--- src/common/pcs_consts.vh ---
// constants for the program counter and return stack block
`ifndef PCS_CONSTS_VH
`define PCS_CONSTS_VH
`define PCS_PC_W 13
`define PCS_LOW_W 8
`define PCS_HIGH_W 5
`define PCS_PAGE_MSB 4
`define PCS_PAGE_LSB 3
`define PCS_JUMP_W 11
`define PCS_STACK_DEPTH 8
`define PCS_PTR_W 3
`define PCS_PC_RESET 13'h0000
`define PCS_LATCH_RESET 5'h00
`define PCS_LOW_RESET 8'h00
`define PCS_HIGH_RESET 5'h00
`define PCS_VECTOR_DEFAULT 13'h0004
`endif

--- src/design/pcs_return_stack.v ---
// eight-entry circular return stack
`timescale 1ns/10ps
`include "pcs_consts.vh"
module pcs_return_stack #(
    parameter DEPTH = `PCS_STACK_DEPTH,
    parameter PTR_W = `PCS_PTR_W,
    parameter WIDTH = `PCS_PC_W
) (
    input wire core_clk,
    input wire rst_n,
    input wire clk_en,
    input wire push,
    input wire pop,
    input wire [WIDTH-1:0] push_data,
    output wire [WIDTH-1:0] top_data
);
    // storage is private: no address space reaches it
    reg [WIDTH-1:0] entry [0:DEPTH-1];
    // pointer names the next free slot; wraps silently, no overflow flag
    reg [PTR_W-1:0] ptr;
    wire [PTR_W-1:0] ptr_dec;
    assign ptr_dec = ptr - {{(PTR_W-1){1'b0}}, 1'b1};
    assign top_data = entry[ptr_dec];

    always @(posedge core_clk or negedge rst_n) begin
        if (!rst_n) begin
            ptr <= {PTR_W{1'b0}};
        end else if (clk_en) begin
            if (push) begin
                ptr <= ptr + {{(PTR_W-1){1'b0}}, 1'b1};
            end else if (pop) begin
                ptr <= ptr_dec;
            end
        end
    end

    // data array has no reset; contents are meaningless until pushed
    always @(posedge core_clk) begin
        if (clk_en && push) begin
            entry[ptr] <= push_data;
        end
    end
endmodule // pcs_return_stack

--- src/design/pcs_program_counter.v ---
// program counter, high-byte latch and page selection with return stack
`timescale 1ns/10ps
`include "pcs_consts.vh"
// Notes on behaviour
// - program counter is 13 bits; low byte readable and writable.
// - upper five bits unreadable; written only through the high latch.
// - every reset clears the upper counter bits.
// - writing the low byte loads upper bits from latch bits 4..0.
// - call or jump uses 11 instruction bits plus latch bits 4..3.
// - one 8K word space split into 2K pages by two page bits.
// - return stack is eight entries of full 13-bit counter.
// - stack lies outside memory spaces; pointer not software visible.
// - push counter on call and on interrupt vectoring.
// - the single return input pops and restores full 13-bit counter.
// - pushes and pops leave the high latch unchanged.
// - stack is circular; ninth push overwrites the oldest entry.
// - no overflow or underflow indication exists.
module pcs_program_counter #(
    parameter [`PCS_PC_W-1:0] INT_VECTOR = `PCS_VECTOR_DEFAULT,
    parameter STACK_DEPTH = `PCS_STACK_DEPTH,
    parameter STACK_PTR_W = `PCS_PTR_W
) (
    input wire core_clk,
    input wire rst_n,
    input wire clk_en,
    input wire step,
    input wire low_write,
    input wire [`PCS_LOW_W-1:0] low_wdata,
    input wire latch_write,
    input wire [`PCS_HIGH_W-1:0] latch_wdata,
    input wire do_jump,
    input wire do_call,
    input wire [`PCS_JUMP_W-1:0] jump_target,
    input wire do_return,
    input wire int_vector,
    output reg [`PCS_PC_W-1:0] fetch_addr,
    output reg [`PCS_LOW_W-1:0] low_rdata,
    output reg [`PCS_HIGH_W-1:0] latch_rdata
);
    localparam [5:0] SRC_HOLD = 6'h01;
    localparam [5:0] SRC_STEP = 6'h02;
    localparam [5:0] SRC_LOW = 6'h04;
    localparam [5:0] SRC_BRANCH = 6'h08;
    localparam [5:0] SRC_RETURN = 6'h10;
    localparam [5:0] SRC_VECTOR = 6'h20;

    // the low byte and the upper bits are separate registers, as software sees them
    reg [`PCS_LOW_W-1:0] pc_low;
    reg [`PCS_HIGH_W-1:0] pc_high;
    reg [`PCS_HIGH_W-1:0] high_latch;
    reg [`PCS_PC_W-1:0] next_pc;
    reg [`PCS_HIGH_W-1:0] next_high_latch;
    reg [`PCS_PC_W-1:0] push_data;
    reg push;
    reg pop;
    wire [`PCS_PC_W-1:0] pc;
    wire [`PCS_PC_W-1:0] pc_inc;
    wire [`PCS_PC_W-1:0] branch_addr;
    wire [`PCS_PC_W-1:0] low_addr;
    wire [`PCS_PC_W-1:0] stack_top;
    wire [5:0] source;

    // one priority order for the counter mux and the stack controls alike
    function [5:0] pick_source;
        input vec;
        input ret;
        input brn;
        input low;
        input stp;
        begin
            if (vec) begin
                pick_source = SRC_VECTOR;
            end else if (ret) begin
                pick_source = SRC_RETURN;
            end else if (brn) begin
                pick_source = SRC_BRANCH;
            end else if (low) begin
                pick_source = SRC_LOW;
            end else if (stp) begin
                pick_source = SRC_STEP;
            end else begin
                pick_source = SRC_HOLD;
            end
        end
    endfunction

    assign pc = {pc_high, pc_low};
    assign pc_inc = pc + `PCS_PC_W'h0001;
    assign source = pick_source(int_vector, do_return, do_call | do_jump, low_write, step);
    // page from latch, offset from instruction; 8K space in 2K pages
    assign branch_addr = {high_latch[`PCS_PAGE_MSB:`PCS_PAGE_LSB], jump_target};
    // only the low byte comes from data; tables must not straddle 256 words
    assign low_addr = {high_latch, low_wdata};

    // a call that loses to a return or an interrupt must not leave a stale entry
    always @* begin
        push = 1'b0;
        pop = 1'b0;
        case (source)
            SRC_VECTOR: begin
                push = 1'b1;
            end
            SRC_RETURN: begin
                pop = 1'b1;
            end
            SRC_BRANCH: begin
                push = do_call;
            end
            default: begin
                push = 1'b0;
                pop = 1'b0;
            end
        endcase
    end

    // an interrupt saves the instruction it displaced, a call saves its successor
    always @* begin
        push_data = pc_inc;
        if (source == SRC_VECTOR) begin
            push_data = pc;
        end
    end

    pcs_return_stack #(
        .DEPTH(STACK_DEPTH),
        .PTR_W(STACK_PTR_W),
        .WIDTH(`PCS_PC_W)
    ) u_stack (
        .core_clk(core_clk),
        .rst_n(rst_n),
        .clk_en(clk_en),
        .push(push),
        .pop(pop),
        .push_data(push_data),
        .top_data(stack_top)
    );

    always @* begin
        next_pc = pc;
        case (source)
            SRC_VECTOR: begin
                next_pc = INT_VECTOR;
            end
            SRC_RETURN: begin
                next_pc = stack_top;
            end
            SRC_BRANCH: begin
                next_pc = branch_addr;
            end
            SRC_LOW: begin
                next_pc = low_addr;
            end
            SRC_STEP: begin
                next_pc = pc_inc;
            end
            SRC_HOLD: begin
                next_pc = pc;
            end
            default: begin
                next_pc = pc;
            end
        endcase
    end

    // stack traffic never touches the latch; only its own write moves it
    always @* begin
        next_high_latch = high_latch;
        if (latch_write) begin
            next_high_latch = latch_wdata;
        end
    end

    // low byte: the register software reads and writes
    always @(posedge core_clk or negedge rst_n) begin
        if (!rst_n) begin
            pc_low <= `PCS_LOW_RESET;
        end else if (clk_en) begin
            pc_low <= next_pc[`PCS_LOW_W-1:0];
        end
    end

    // upper bits: no read path, loaded from the latch, the stack, the branch target or the vector, or stepped by carry
    always @(posedge core_clk or negedge rst_n) begin
        if (!rst_n) begin
            pc_high <= `PCS_HIGH_RESET;
        end else if (clk_en) begin
            pc_high <= next_pc[`PCS_PC_W-1:`PCS_LOW_W];
        end
    end

    always @(posedge core_clk or negedge rst_n) begin
        if (!rst_n) begin
            high_latch <= `PCS_LATCH_RESET;
        end else if (clk_en) begin
            high_latch <= next_high_latch;
        end
    end

    // registered copies keep every port straight from a flop, at the price of a few flops
    always @(posedge core_clk or negedge rst_n) begin
        if (!rst_n) begin
            fetch_addr <= `PCS_PC_RESET;
        end else if (clk_en) begin
            fetch_addr <= next_pc;
        end
    end

    // only the low byte is visible; the upper bits have no read path
    always @(posedge core_clk or negedge rst_n) begin
        if (!rst_n) begin
            low_rdata <= `PCS_LOW_RESET;
        end else if (clk_en) begin
            low_rdata <= next_pc[`PCS_LOW_W-1:0];
        end
    end

    always @(posedge core_clk or negedge rst_n) begin
        if (!rst_n) begin
            latch_rdata <= `PCS_LATCH_RESET;
        end else if (clk_en) begin
            latch_rdata <= next_high_latch;
        end
    end
endmodule // pcs_program_counter

--- config.mk ---
export PLATFORM = sky130hd
export DESIGN_NAME = pcs_program_counter
export DESIGN_NICKNAME = d
export VERILOG_FILES = /design/src/design/pcs_return_stack.v /design/src/design/pcs_program_counter.v
export VERILOG_INCLUDE_DIRS = /design/src /design/src/common
export SDC_FILE = /design/constraint.sdc
export NUM_CORES = 1
export LEC_CHECK = 0
export BUFFER_PORTS_ARGS = -buffer_cell sky130_fd_sc_hd__buf_2
export CAP_MARGIN = 20
export CORE_ASPECT_RATIO = 2
export CORE_MARGIN = 3
export CORE_UTILIZATION = 51
export CTS_BUF_LIST = sky130_fd_sc_hd__clkbuf_8
export DETAILED_ROUTE_END_ITERATION = 8
export GPL_ROUTABILITY_DRIVEN = 1
export GPL_TIMING_DRIVEN = 0
export HOLD_SLACK_MARGIN = 0.06
export PLACE_DENSITY = 0.74
export SYNTH_ARGS = -nofsm -noshare
export SYNTH_HDL_FRONTEND = slang
export SYNTH_SLANG_ARGS = --single-unit
--- constraint.sdc ---
create_clock -name core_clk -period 6.4 [get_ports core_clk]
set_clock_uncertainty 0.05 [all_clocks]
set_input_delay 0.64 -clock core_clk [delete_from_list [all_inputs] [get_ports core_clk]]
set_output_delay 0.64 -clock core_clk [all_outputs]
set_load 0.05 [all_outputs]
# Yosys cells after proc, flatten, opt, wreduce, memory -nomap -nowiden
# Memories as Yosys holds them, arrays and structs flattened.
# Index checks and enable logic that the tools add are counted.
[totals] ramBits=104 regBits=34 out_inout_bits=26 memories=1 input_bits=34
[memory_table] memory="u_stack.entry" words=8 width=13 rd=1 rd_clocked_by_memory_dff=0 wr=1 line="pcs_return_stack.v:18" source="reg [WIDTH-1:0] entry [0:DEPTH-1];"
[op_classes] n_mux=14 n_bitwise=1 reduce_logical=4 add_sub_neg=3 n_eq_ne=5
[ops] op="one-hot mux 13 bit (5 select lines)" count=1
[ops] op="two-way mux 6 bit" count=3
[ops] op="adder 13 x 1 -> 13 bit, second input constant" count=1
[ops] op="two-way mux 13 bit" count=1
[ops] op="two-way mux 3 bit" count=3
[ops] op="== test 6 x 2 -> 1 bit, second input constant" count=1
[ops] op="== test 6 x 3 -> 1 bit, second input constant" count=1
[ops] op="== test 6 x 4 -> 1 bit, second input constant" count=1
[ops] op="== test 6 x 5 -> 1 bit, second input constant" count=1
[ops] op="== test 6 bit, second input constant" count=1
[ops] op="two-way mux 5 bit" count=1
[ops] op="AND reduction 2 bit" count=2
[ops] op="adder 3 x 1 -> 3 bit, second input constant" count=1
[ops] op="two-way mux 1 bit" count=3
[ops] op="subtractor 3 x 1 -> 3 bit, second input constant" count=1
[ops] op="two-way mux 2 bit" count=1
[ops] op="one-hot mux 1 bit (2 select lines)" count=1
[ops] op="nonzero test 2 bit" count=1
[ops] op="logical AND 1 bit" count=1
[ops] op="OR 1 bit" count=1

# Logic depth before layout (Yosys ltp)
# Gate-level depths: netlist (run 1).
[logic_depth] word_depth=10 depth_mapped=12 ltp_nobuf=7

# By module
# Synthesis (run 1) repeated with hierarchy kept, for this count alone.
[unflattened] cells_unflattened=433 hier_area_um2=5823.1
[by_module_without_submodules] module="pcs_return_stack" area_per_inst_um2=4403.0 cells_per_inst=271 seq_area_each_um2=3198.1 instances=1
[by_module_without_submodules] module="pcs_program_counter" area_per_inst_um2=1420.1 cells_per_inst=162 seq_area_each_um2=450.4 instances=1

# Worst setup path before layout (run 1)
# OpenSTA, ideal clock, no wires.
[synth_timing] path_kind="input to register" startpoint="in do_call" endpoint="mem u_stack.entry[1][0] (netlist name), enable pin" path_buffers=1 required_time_ns=5.950 path_slack_ns=3.907 stages=4 t_arrival_ns=2.044 cell_sequence="buf_2 > a21o_1 > nand3_1 > nor3_1"
[synth_between] elab_chain_len=9 word_cells_on_any_way=10 classes_between="2 x eq/ne; 6 x mux; 1 x bitwise; 1 x reduce/logical"
[synth_rtl] item="start, declared" line="pcs_program_counter.v:32" source="input wire do_call,"
[synth_rtl] item="OR 1 bit" line="pcs_program_counter.v:89" source="assign source = pick_source(int_vector, do_return, do_call | do_jump, low_write, step);"
[synth_rtl] item="two-way mux 6 bit" line="pcs_program_counter.v:75" source="end else if (brn) begin"
[synth_rtl] item="two-way mux 6 bit" line="pcs_program_counter.v:73" source="end else if (ret) begin"
[synth_rtl] item="two-way mux 6 bit" line="pcs_program_counter.v:71" source="if (vec) begin"
[synth_rtl] item="== test 6 x 4 -> 1 bit / == test 6 bit (equally long branches)" line="pcs_program_counter.v:99" source="case (source)"
[synth_rtl] item="one-hot mux 1 bit (2 select lines) (*)" line="pcs_program_counter.v:99"
[synth_rtl] item="logical AND 1 bit (*)" line="pcs_return_stack.v:39" source="if (clk_en && push) begin"
[synth_rtl] item="two-way mux 1 bit (*)" line="pcs_return_stack.v:39"
[synth_rtl] item="two-way mux 1 bit (implied by the code) (*)" line="pcs_return_stack.v:40" source="entry[ptr] <= push_data;"
[synth_rtl] item="end, declared" line="pcs_return_stack.v:18"
# Every way passes the cells marked *; elsewhere a longest branch is shown, timed or not.

==> flow_metrics.env, run 1 <==
export IMPL_setup_violations=0
export IMPL_worstPathRequired_ps=6660
export IMPL_synth_most_common_cell="edfxtp_1"
export IMPL_p_per_area_nw_per_um2=461.1
export IMPL_seqPwrFrac_pct=37.6
export IMPL_critPathMaxFanout=10
export IMPL_initial_utilization_pct=53.06
export IMPL_setup_slack_ps=3225
export IMPL_worstMarginPinSlew_ps=977.9
export IMPL_crit_arrival_ps=3430
export IMPL_tns_ps=0
export IMPL_grt_pass1_vias=3935
export IMPL_fillers=802
export IMPL_status="finished clean"
export IMPL_hold_buffers=0
export IMPL_io_pin_count=60
export IMPL_die_h_um=155.1
export IMPL_yosysTopAreaCell="edfxtp_1"
export IMPL_dp_hpwl_um=10110
export IMPL_numCtsBuffers=17
export IMPL_ys_seq_elements=125
export IMPL_tritoncts="built"
export IMPL_mappedNetlistArea_um2=5665
export IMPL_clock_latency_ps=450
export IMPL_drive_above_1_share_pct=32.77
export IMPL_die_w_um=80.53
export IMPL_rows=53
export IMPL_maxCapViolations=0
export IMPL_final_cells=610
export IMPL_vias=3754
export IMPL_cts_max_path_buffers=2
export IMPL_synth_distinct_cells=53
export IMPL_synth_common_cells="edfxtp_1, nor2_1, nand2_1, dfrtp_1, mux4_2"
export IMPL_avgRoutedWirePerCell_um=23.91
export IMPL_internal_power_uw=1868
export IMPL_p_sw_uw=1181
export IMPL_wl_um=14590
export IMPL_netSwitchingFraction_pct=38.74
export IMPL_yosysSeqAreaShare_pct=64.40
export IMPL_firstDrtPassIters=6
export IMPL_grt_pass1_wl_um=22480
export IMPL_dp_slack_ps=3229
export IMPL_synth_top_cells_by_area="edfxtp_1, dfrtp_1, mux4_2"
export IMPL_syn_mean_instance_area_um2=14.95
export IMPL_path_clk_slew_ps=80
export IMPL_fin_crit_ps=3175
export IMPL_place_inst=578
export IMPL_yosys_warnings=0
export IMPL_dieArea_um2=12490
export IMPL_slowest_stage="clkbuf_1"
export IMPL_root_buffer="clkbuf_8"
export IMPL_fmax_ghz=0.3150
export IMPL_r2r_slack_ps=3220
export IMPL_reg2reg_from="u_stack.ptr[0]"
export IMPL_rsz0062_at_grt="false"
export IMPL_ant_nets=0
export IMPL_nets=497
export IMPL_cp_end_kind="flip-flop"
export IMPL_area_delta_synth_final_pct=16.74
export IMPL_peakVddDrop_mv=0.2659
export IMPL_io_buffers=57
export IMPL_clock_sinks=125
export IMPL_hold_violations=0
export IMPL_crit_path_start_kind="flip-flop"
export IMPL_grt_antenna_before_repair=0
export IMPL_n_antenna_cell=0
export IMPL_fin_util_pct=61.95
export IMPL_grt_max_degree=22
export IMPL_max_stage_delay_ps=620
export IMPL_leakage_uw=0.002464
export IMPL_synth_edf_count=104
export IMPL_finalCritPeriodShare_pct=49.61
export IMPL_syn_inst=379
export IMPL_drt_initial_drc_count=481
export IMPL_drc_errors=0
export IMPL_comb_power_share_pct=39.7
export IMPL_ctsHtreeMaxLevel=4
export IMPL_pwr_share_clk_pct=22.6
export IMPL_grt_overflow_total=0
export IMPL_grtUsageTotal_pct=25.31
export IMPL_vias_per_cell=6.154
export IMPL_path_cells="buf_4 -> buf_4 -> buf_4 -> inv_1 -> ha_1 -> buf_2 -> clkbuf_1 -> mux4_2 -> mux2i_1 -> o221ai_1"
export IMPL_postCtsSetupRepairBufs=0
export IMPL_core_um2=10680
export IMPL_cts_resized=0
export IMPL_cpMostUsedCell="buf_4"
export IMPL_synth_top_area_share_pct=55.12
export IMPL_maxSlewHeadroom_pct=34.45
export IMPL_synth_nets=416
export IMPL_gp_congestion=0.8969
export IMPL_ys_flop_type="edfxtp_1"
export IMPL_crit_type="reg -> reg"
export IMPL_final_max_slew_viol_count=0
export IMPL_synthArstFlopShare_pct=16.80
export IMPL_min_path_type="in -> async"
export IMPL_r2r_cells=10
export IMPL_critPathLaunch="u_stack.ptr[0]"
power groups by stage:
stage / sequential, µW / combinational [µW] / clock, µW
2_1_floorplan: 1250 / 766 / 0
3_3_place_gp: 1160 / 1170 / 0
3_5_place_dp: 1160 / 1210 / 0
4_1_cts: 1150 / 1220 / 698
5_1_grt: 1160 / 1290 / 732
6_report: 1150 / 1210 / 691
cell usage in the layout, fill, tap and decap left out, drive strengths merged, types with 6 or more instances in the layout:
master and n:
edfxtp 104, buf 84, nor2 26, clkbuf 26, nand2 22, dfrtp 21
mux4 20, mux2i 16, nand3 14, mux2 10, a21oi 10, xor2 10
nor3 10, inv 10, o21ai 8, and3 6, xnor2 6, a221oi 6
cell type report:
cell class	count	area [µm²]	area share (%)
Multi-Input combinational cell	218	1834	27.73
Clock buffer	17	234.0	3.538
Sequential cell	125	3649	55.16
Tap cell	137	171.4	2.592
Inverter	5	18.77	0.2838
Timing Repair Buffer	62	356.6	5.392
Clock inverter	15	161.4	2.440
Buffer	31	188.9	2.857
metrics by stage:
stage                     total power [µW]  instance area [µm²]  hold slack, ps
after floorplan                       2016                 5665           294.4
after global placement                2330                 6122           478.9
after detailed placement              2379                 6218           489.0
after CTS                             3064                 6614           126.5
after global routing                  3187                 6614           150.0
final                                 3050                 6614           121.2
critical path: cells and delay by family, from the launching register on:
family          cells  cell delay [ps]
buf+inv             6             1640
mux                 2              560
compound gates      1              130
fa+ha+maj           1              280
flops               1              360
worst min-delay path by stage:
stage                         startpoint                         end  slack (ps)  depth (start not counted)
after floorplan                    rst_n  asynchronous set/reset pin         290                          0
after global placement    latch_rdata[3]              latch_rdata[3]         480                          1
after detailed placement       flip-flop                   flip-flop         490                          1
after CTS                          rst_n              latch_rdata[3]         130                          1
after global routing               rst_n              latch_rdata[3]         150                          1
final                              rst_n              latch_rdata[3]         120                          1
logic make-up after synthesis:
group           count (synthesis)  synth area share, %
flops                         125                64.40
simple gates                   95                8.304
fa+ha+maj                       3               0.6626
mux                            46                12.96
compound gates                 58                7.399
xor+xnor                       16                2.606
buf+inv                        36                3.666
layer usage:
metal / share of wire (%) / routed length, µm / vias to the layer above / track usage, %
met5: 0 / 0 / - / 0
li1: - / - / 1640 / -
met3: 6.5 / 948 / 45 / 5.562
met2: 53 / 7714 / 218 / 41.97
met4: 4.4 / 639 / 0 / 13.78
met1: 36 / 5286 / 1851 / 30.20
Note: power is estimated with default switching activity, not from simulation.
==> run 2, diff against run 1 <==
- ABC_AREA: not set -> 1
- PLACE_DENSITY: 0.74 -> 0.73
- clock period: 6.4 -> 3.21 ns (I/O delays scaled with it)
==> run 2 against run 1 <==
Worst hold slack got worse by 37 ps; critical path depth rose by 3; sequential cell count did not move; sequential share of layout area fell by 4.7 points; synthesized area rose by 11%; first-iteration DRC count rose by 0.42%; non-clock buffer count rose by 12; global-route usage rose by 0.31 points; clock power rose by 85%; largest power group unchanged.
==> flow_metrics.env, run 2 <==
export IMPL_cpMostUsedCell="nand3_1"
export IMPL_ys_flop_type="edfxtp_1"
export IMPL_fmax_ghz=0.3869
export IMPL_firstDrtPassIters=7
export IMPL_postCtsSetupRepairBufs=0
export IMPL_final_max_slew_viol_count=0
export IMPL_wl_um=17030
export IMPL_clock_latency_ps=430
export IMPL_synth_most_common_cell="nand2_1"
export IMPL_total_power_uw=6496
export IMPL_die_h_um=163.2
export IMPL_dieArea_um2=13810
export IMPL_hold_violations=0
export IMPL_maxCapViolations=0
export IMPL_n_antenna_cell=0
export IMPL_synth_edf_count=104
export IMPL_grtUsageTotal_pct=25.62
export IMPL_cts_max_path_buffers=2
export IMPL_slowest_stage="clkbuf_1"
export IMPL_crit_family="buffers and inverters"
export IMPL_finalCritPeriodShare_pct=80.52
export IMPL_nets=818
export IMPL_drive_above_1_share_pct=19.40
export IMPL_ant_nets=0
export IMPL_area_delta_synth_final_pct=14.83
export IMPL_synthArstFlopShare_pct=16.80
export IMPL_grtUsageMet2_pct=49.21
export IMPL_fin_crit_ps=2585
export IMPL_synth_top_area_share_pct=49.55
export IMPL_synth_distinct_cells=29
export IMPL_path_cells="buf_4 -> inv_4 -> buf_2 -> ha_1 -> buf_4 -> clkbuf_1 -> nor2_1 -> nand2_1 -> nand3_1 -> nand3_1 -> nand3_1 -> nand2_1 -> inv_1"
export IMPL_setup_violations=0
export IMPL_core_um2=11910
export IMPL_grt_max_degree=22
export IMPL_drt_initial_drc_count=483
export IMPL_clock_sinks=125
export IMPL_crit_arrival_ps=2860
export IMPL_final_common_cell="nand2_1"
export IMPL_root_buffer="clkbuf_8"
export IMPL_io_pin_count=60
export IMPL_vias=5083
export IMPL_fin_util_pct=60.76
export IMPL_grt_busiest_layer="met2"
export IMPL_synth_top_cells_by_area="edfxtp_1, nand2_1, dfrtp_1"
export IMPL_numCtsBuffers=17
export IMPL_crit_type="reg -> reg"
export IMPL_worstPathRequired_ps=3490
export IMPL_crit_path_start_kind="flip-flop"
export IMPL_rsz0062_at_grt="false"
export IMPL_critPathMaxFanout=10
export IMPL_synth_nets=732
export IMPL_cts_resized=0
export IMPL_vias_per_cell=5.413
export IMPL_hold_buffers=1
export IMPL_dp_hpwl_um=12760
export IMPL_die_w_um=84.61
export IMPL_syn_mean_instance_area_um2=9.068
export IMPL_initial_utilization_pct=52.91
export IMPL_status="finished clean"
export IMPL_p_per_area_nw_per_um2=897.6
export IMPL_ys_seq_elements=125
export IMPL_ctsHtreeMaxLevel=4
export IMPL_grt_pass1_vias=5142
export IMPL_syn_inst=695
export IMPL_drc_errors=0
export IMPL_yosys_warnings=0
export IMPL_path_clk_slew_ps=80
export IMPL_min_path_type="in -> reg"
export IMPL_mappedNetlistArea_um2=6302
export IMPL_postPlaceCellArea_um2=6853
export IMPL_fillers=1032
export IMPL_cp_end_kind="flip-flop"
export IMPL_cp_buffers_inverters=6
export IMPL_tns_ps=0
export IMPL_leakage_uw=0.003199
export IMPL_finish_instance_area_um2=7237
export IMPL_synth_common_cells="nand2_1, nor2_1, edfxtp_1, nand3_1, inv_1"
export IMPL_avgRoutedWirePerCell_um=18.13
export IMPL_yosysSeqAreaShare_pct=57.89
export IMPL_final_cells=939
export IMPL_final_cell_mix="nand2_1, nor2_1, edfxtp_1"
export IMPL_gp_congestion=0.9350
export IMPL_yosysTopAreaCell="edfxtp_1"
export IMPL_maxSlewHeadroom_pct=28.96
export IMPL_globalRouteMet1Util_pct=25.61
export IMPL_use_met3_pct=4.291
export IMPL_rows=56
export IMPL_peakVddDrop_mv=0.5458
export IMPL_grt_antenna_before_repair=0
export IMPL_max_stage_delay_ps=460
export IMPL_place_inst=906
export IMPL_tritoncts="built"
export IMPL_io_buffers=58
export IMPL_grt_overflow_total=0
export IMPL_worstMarginPinSlew_ps=1054
export IMPL_grt_pass1_wl_um=26390
## run 2: cell types whose count changed after synthesis, moves of 10 or more
cell and delta:
or2_1 +10, mux2i_1 -16, nor2_1 +81, mux4_2 -17, nand4_1 +14, nand3_1 +78, o21ai_0 +18, inv_1 +78
nand2_1 +134
## run 2: worst reg2reg max path: stages (launching register included)
cell	delay, ps
dfrtp_1	400
buf_4	180
inv_4	100
buf_2	290
ha_1	200
buf_4	170
clkbuf_1	460
nor2_1	110
nand2_1	80
nand3_1	70
nand3_1	170
nand3_1	100
nand2_1	70
inv_1	30
## run 2: power breakdown
group | leakage, µW | switching, µW | total [µW] | internal [µW]
sequential | 0.00119 | 127 | 2210 | 2080
combinational | 0.00183 | 2090 | 3010 | 921
clock | 0.000179 | 663 | 1280 | 620
## run 2: path summary, 6_finish.rpt
path	from	to	slack (ps)	depth (start not counted)
max	u_stack.ptr[0]	flip-flop	630	13
min	latch_wdata[4]	latch_rdata[4]	80	2
max reg2reg	u_stack.ptr[0]	flip-flop	630	13
min reg2reg	latch_rdata[0]	latch_rdata[0]	490	2
max in group asynchronous	rst_n	asynchronous set/reset pin	2380	2
min in group asynchronous	rst_n	latch_rdata[0]	360	2
## run 2: layout make-up
class / instances / area [µm²] / area share, %
plain buffers: 38 / 287.8 / 3.976
multi-input cells: 445 / 2037 / 28.15
inverters: 87 / 329.1 / 4.547
repair buffers: 67 / 379.1 / 5.239
flip-flops and latches: 125 / 3649 / 50.41
well taps: 145 / 181.4 / 2.507
clock buffers: 17 / 234.0 / 3.233
clock inverters: 15 / 140.1 / 1.936
## run 2: routing by layer
metal	vias to the layer above	routed length [µm]
met4	0	761
met3	45	928
li1	2430	-
met5	-	0
met1	2390	5751
met2	218	9586
## run 2: kinds of logic after synthesis
| group | Yosys count | share of synthesized area [%] |
|---|---|---|
| AND/OR/NAND/NOR | 395 | 27.02 |
| buffers and inverters | 125 | 9.788 |
| flip-flops | 125 | 57.89 |
| AO/OA/AOI/OAI | 38 | 3.137 |
| XOR/XNOR | 7 | 1.211 |
| adder cells (fa/ha/maj) | 3 | 0.5957 |
| multiplexers | 2 | 0.3573 |
## run 2: per-stage QoR
stage | hold slack (ps) | worst slack, ps
after CTS | 70.27 | 627.1
after global placement | 282.9 | 563.4
final | 84.31 | 625.3
after floorplan | -24.59 | 1098
after detailed placement | 279.3 | 647.3
after global routing | 70.66 | 424.6
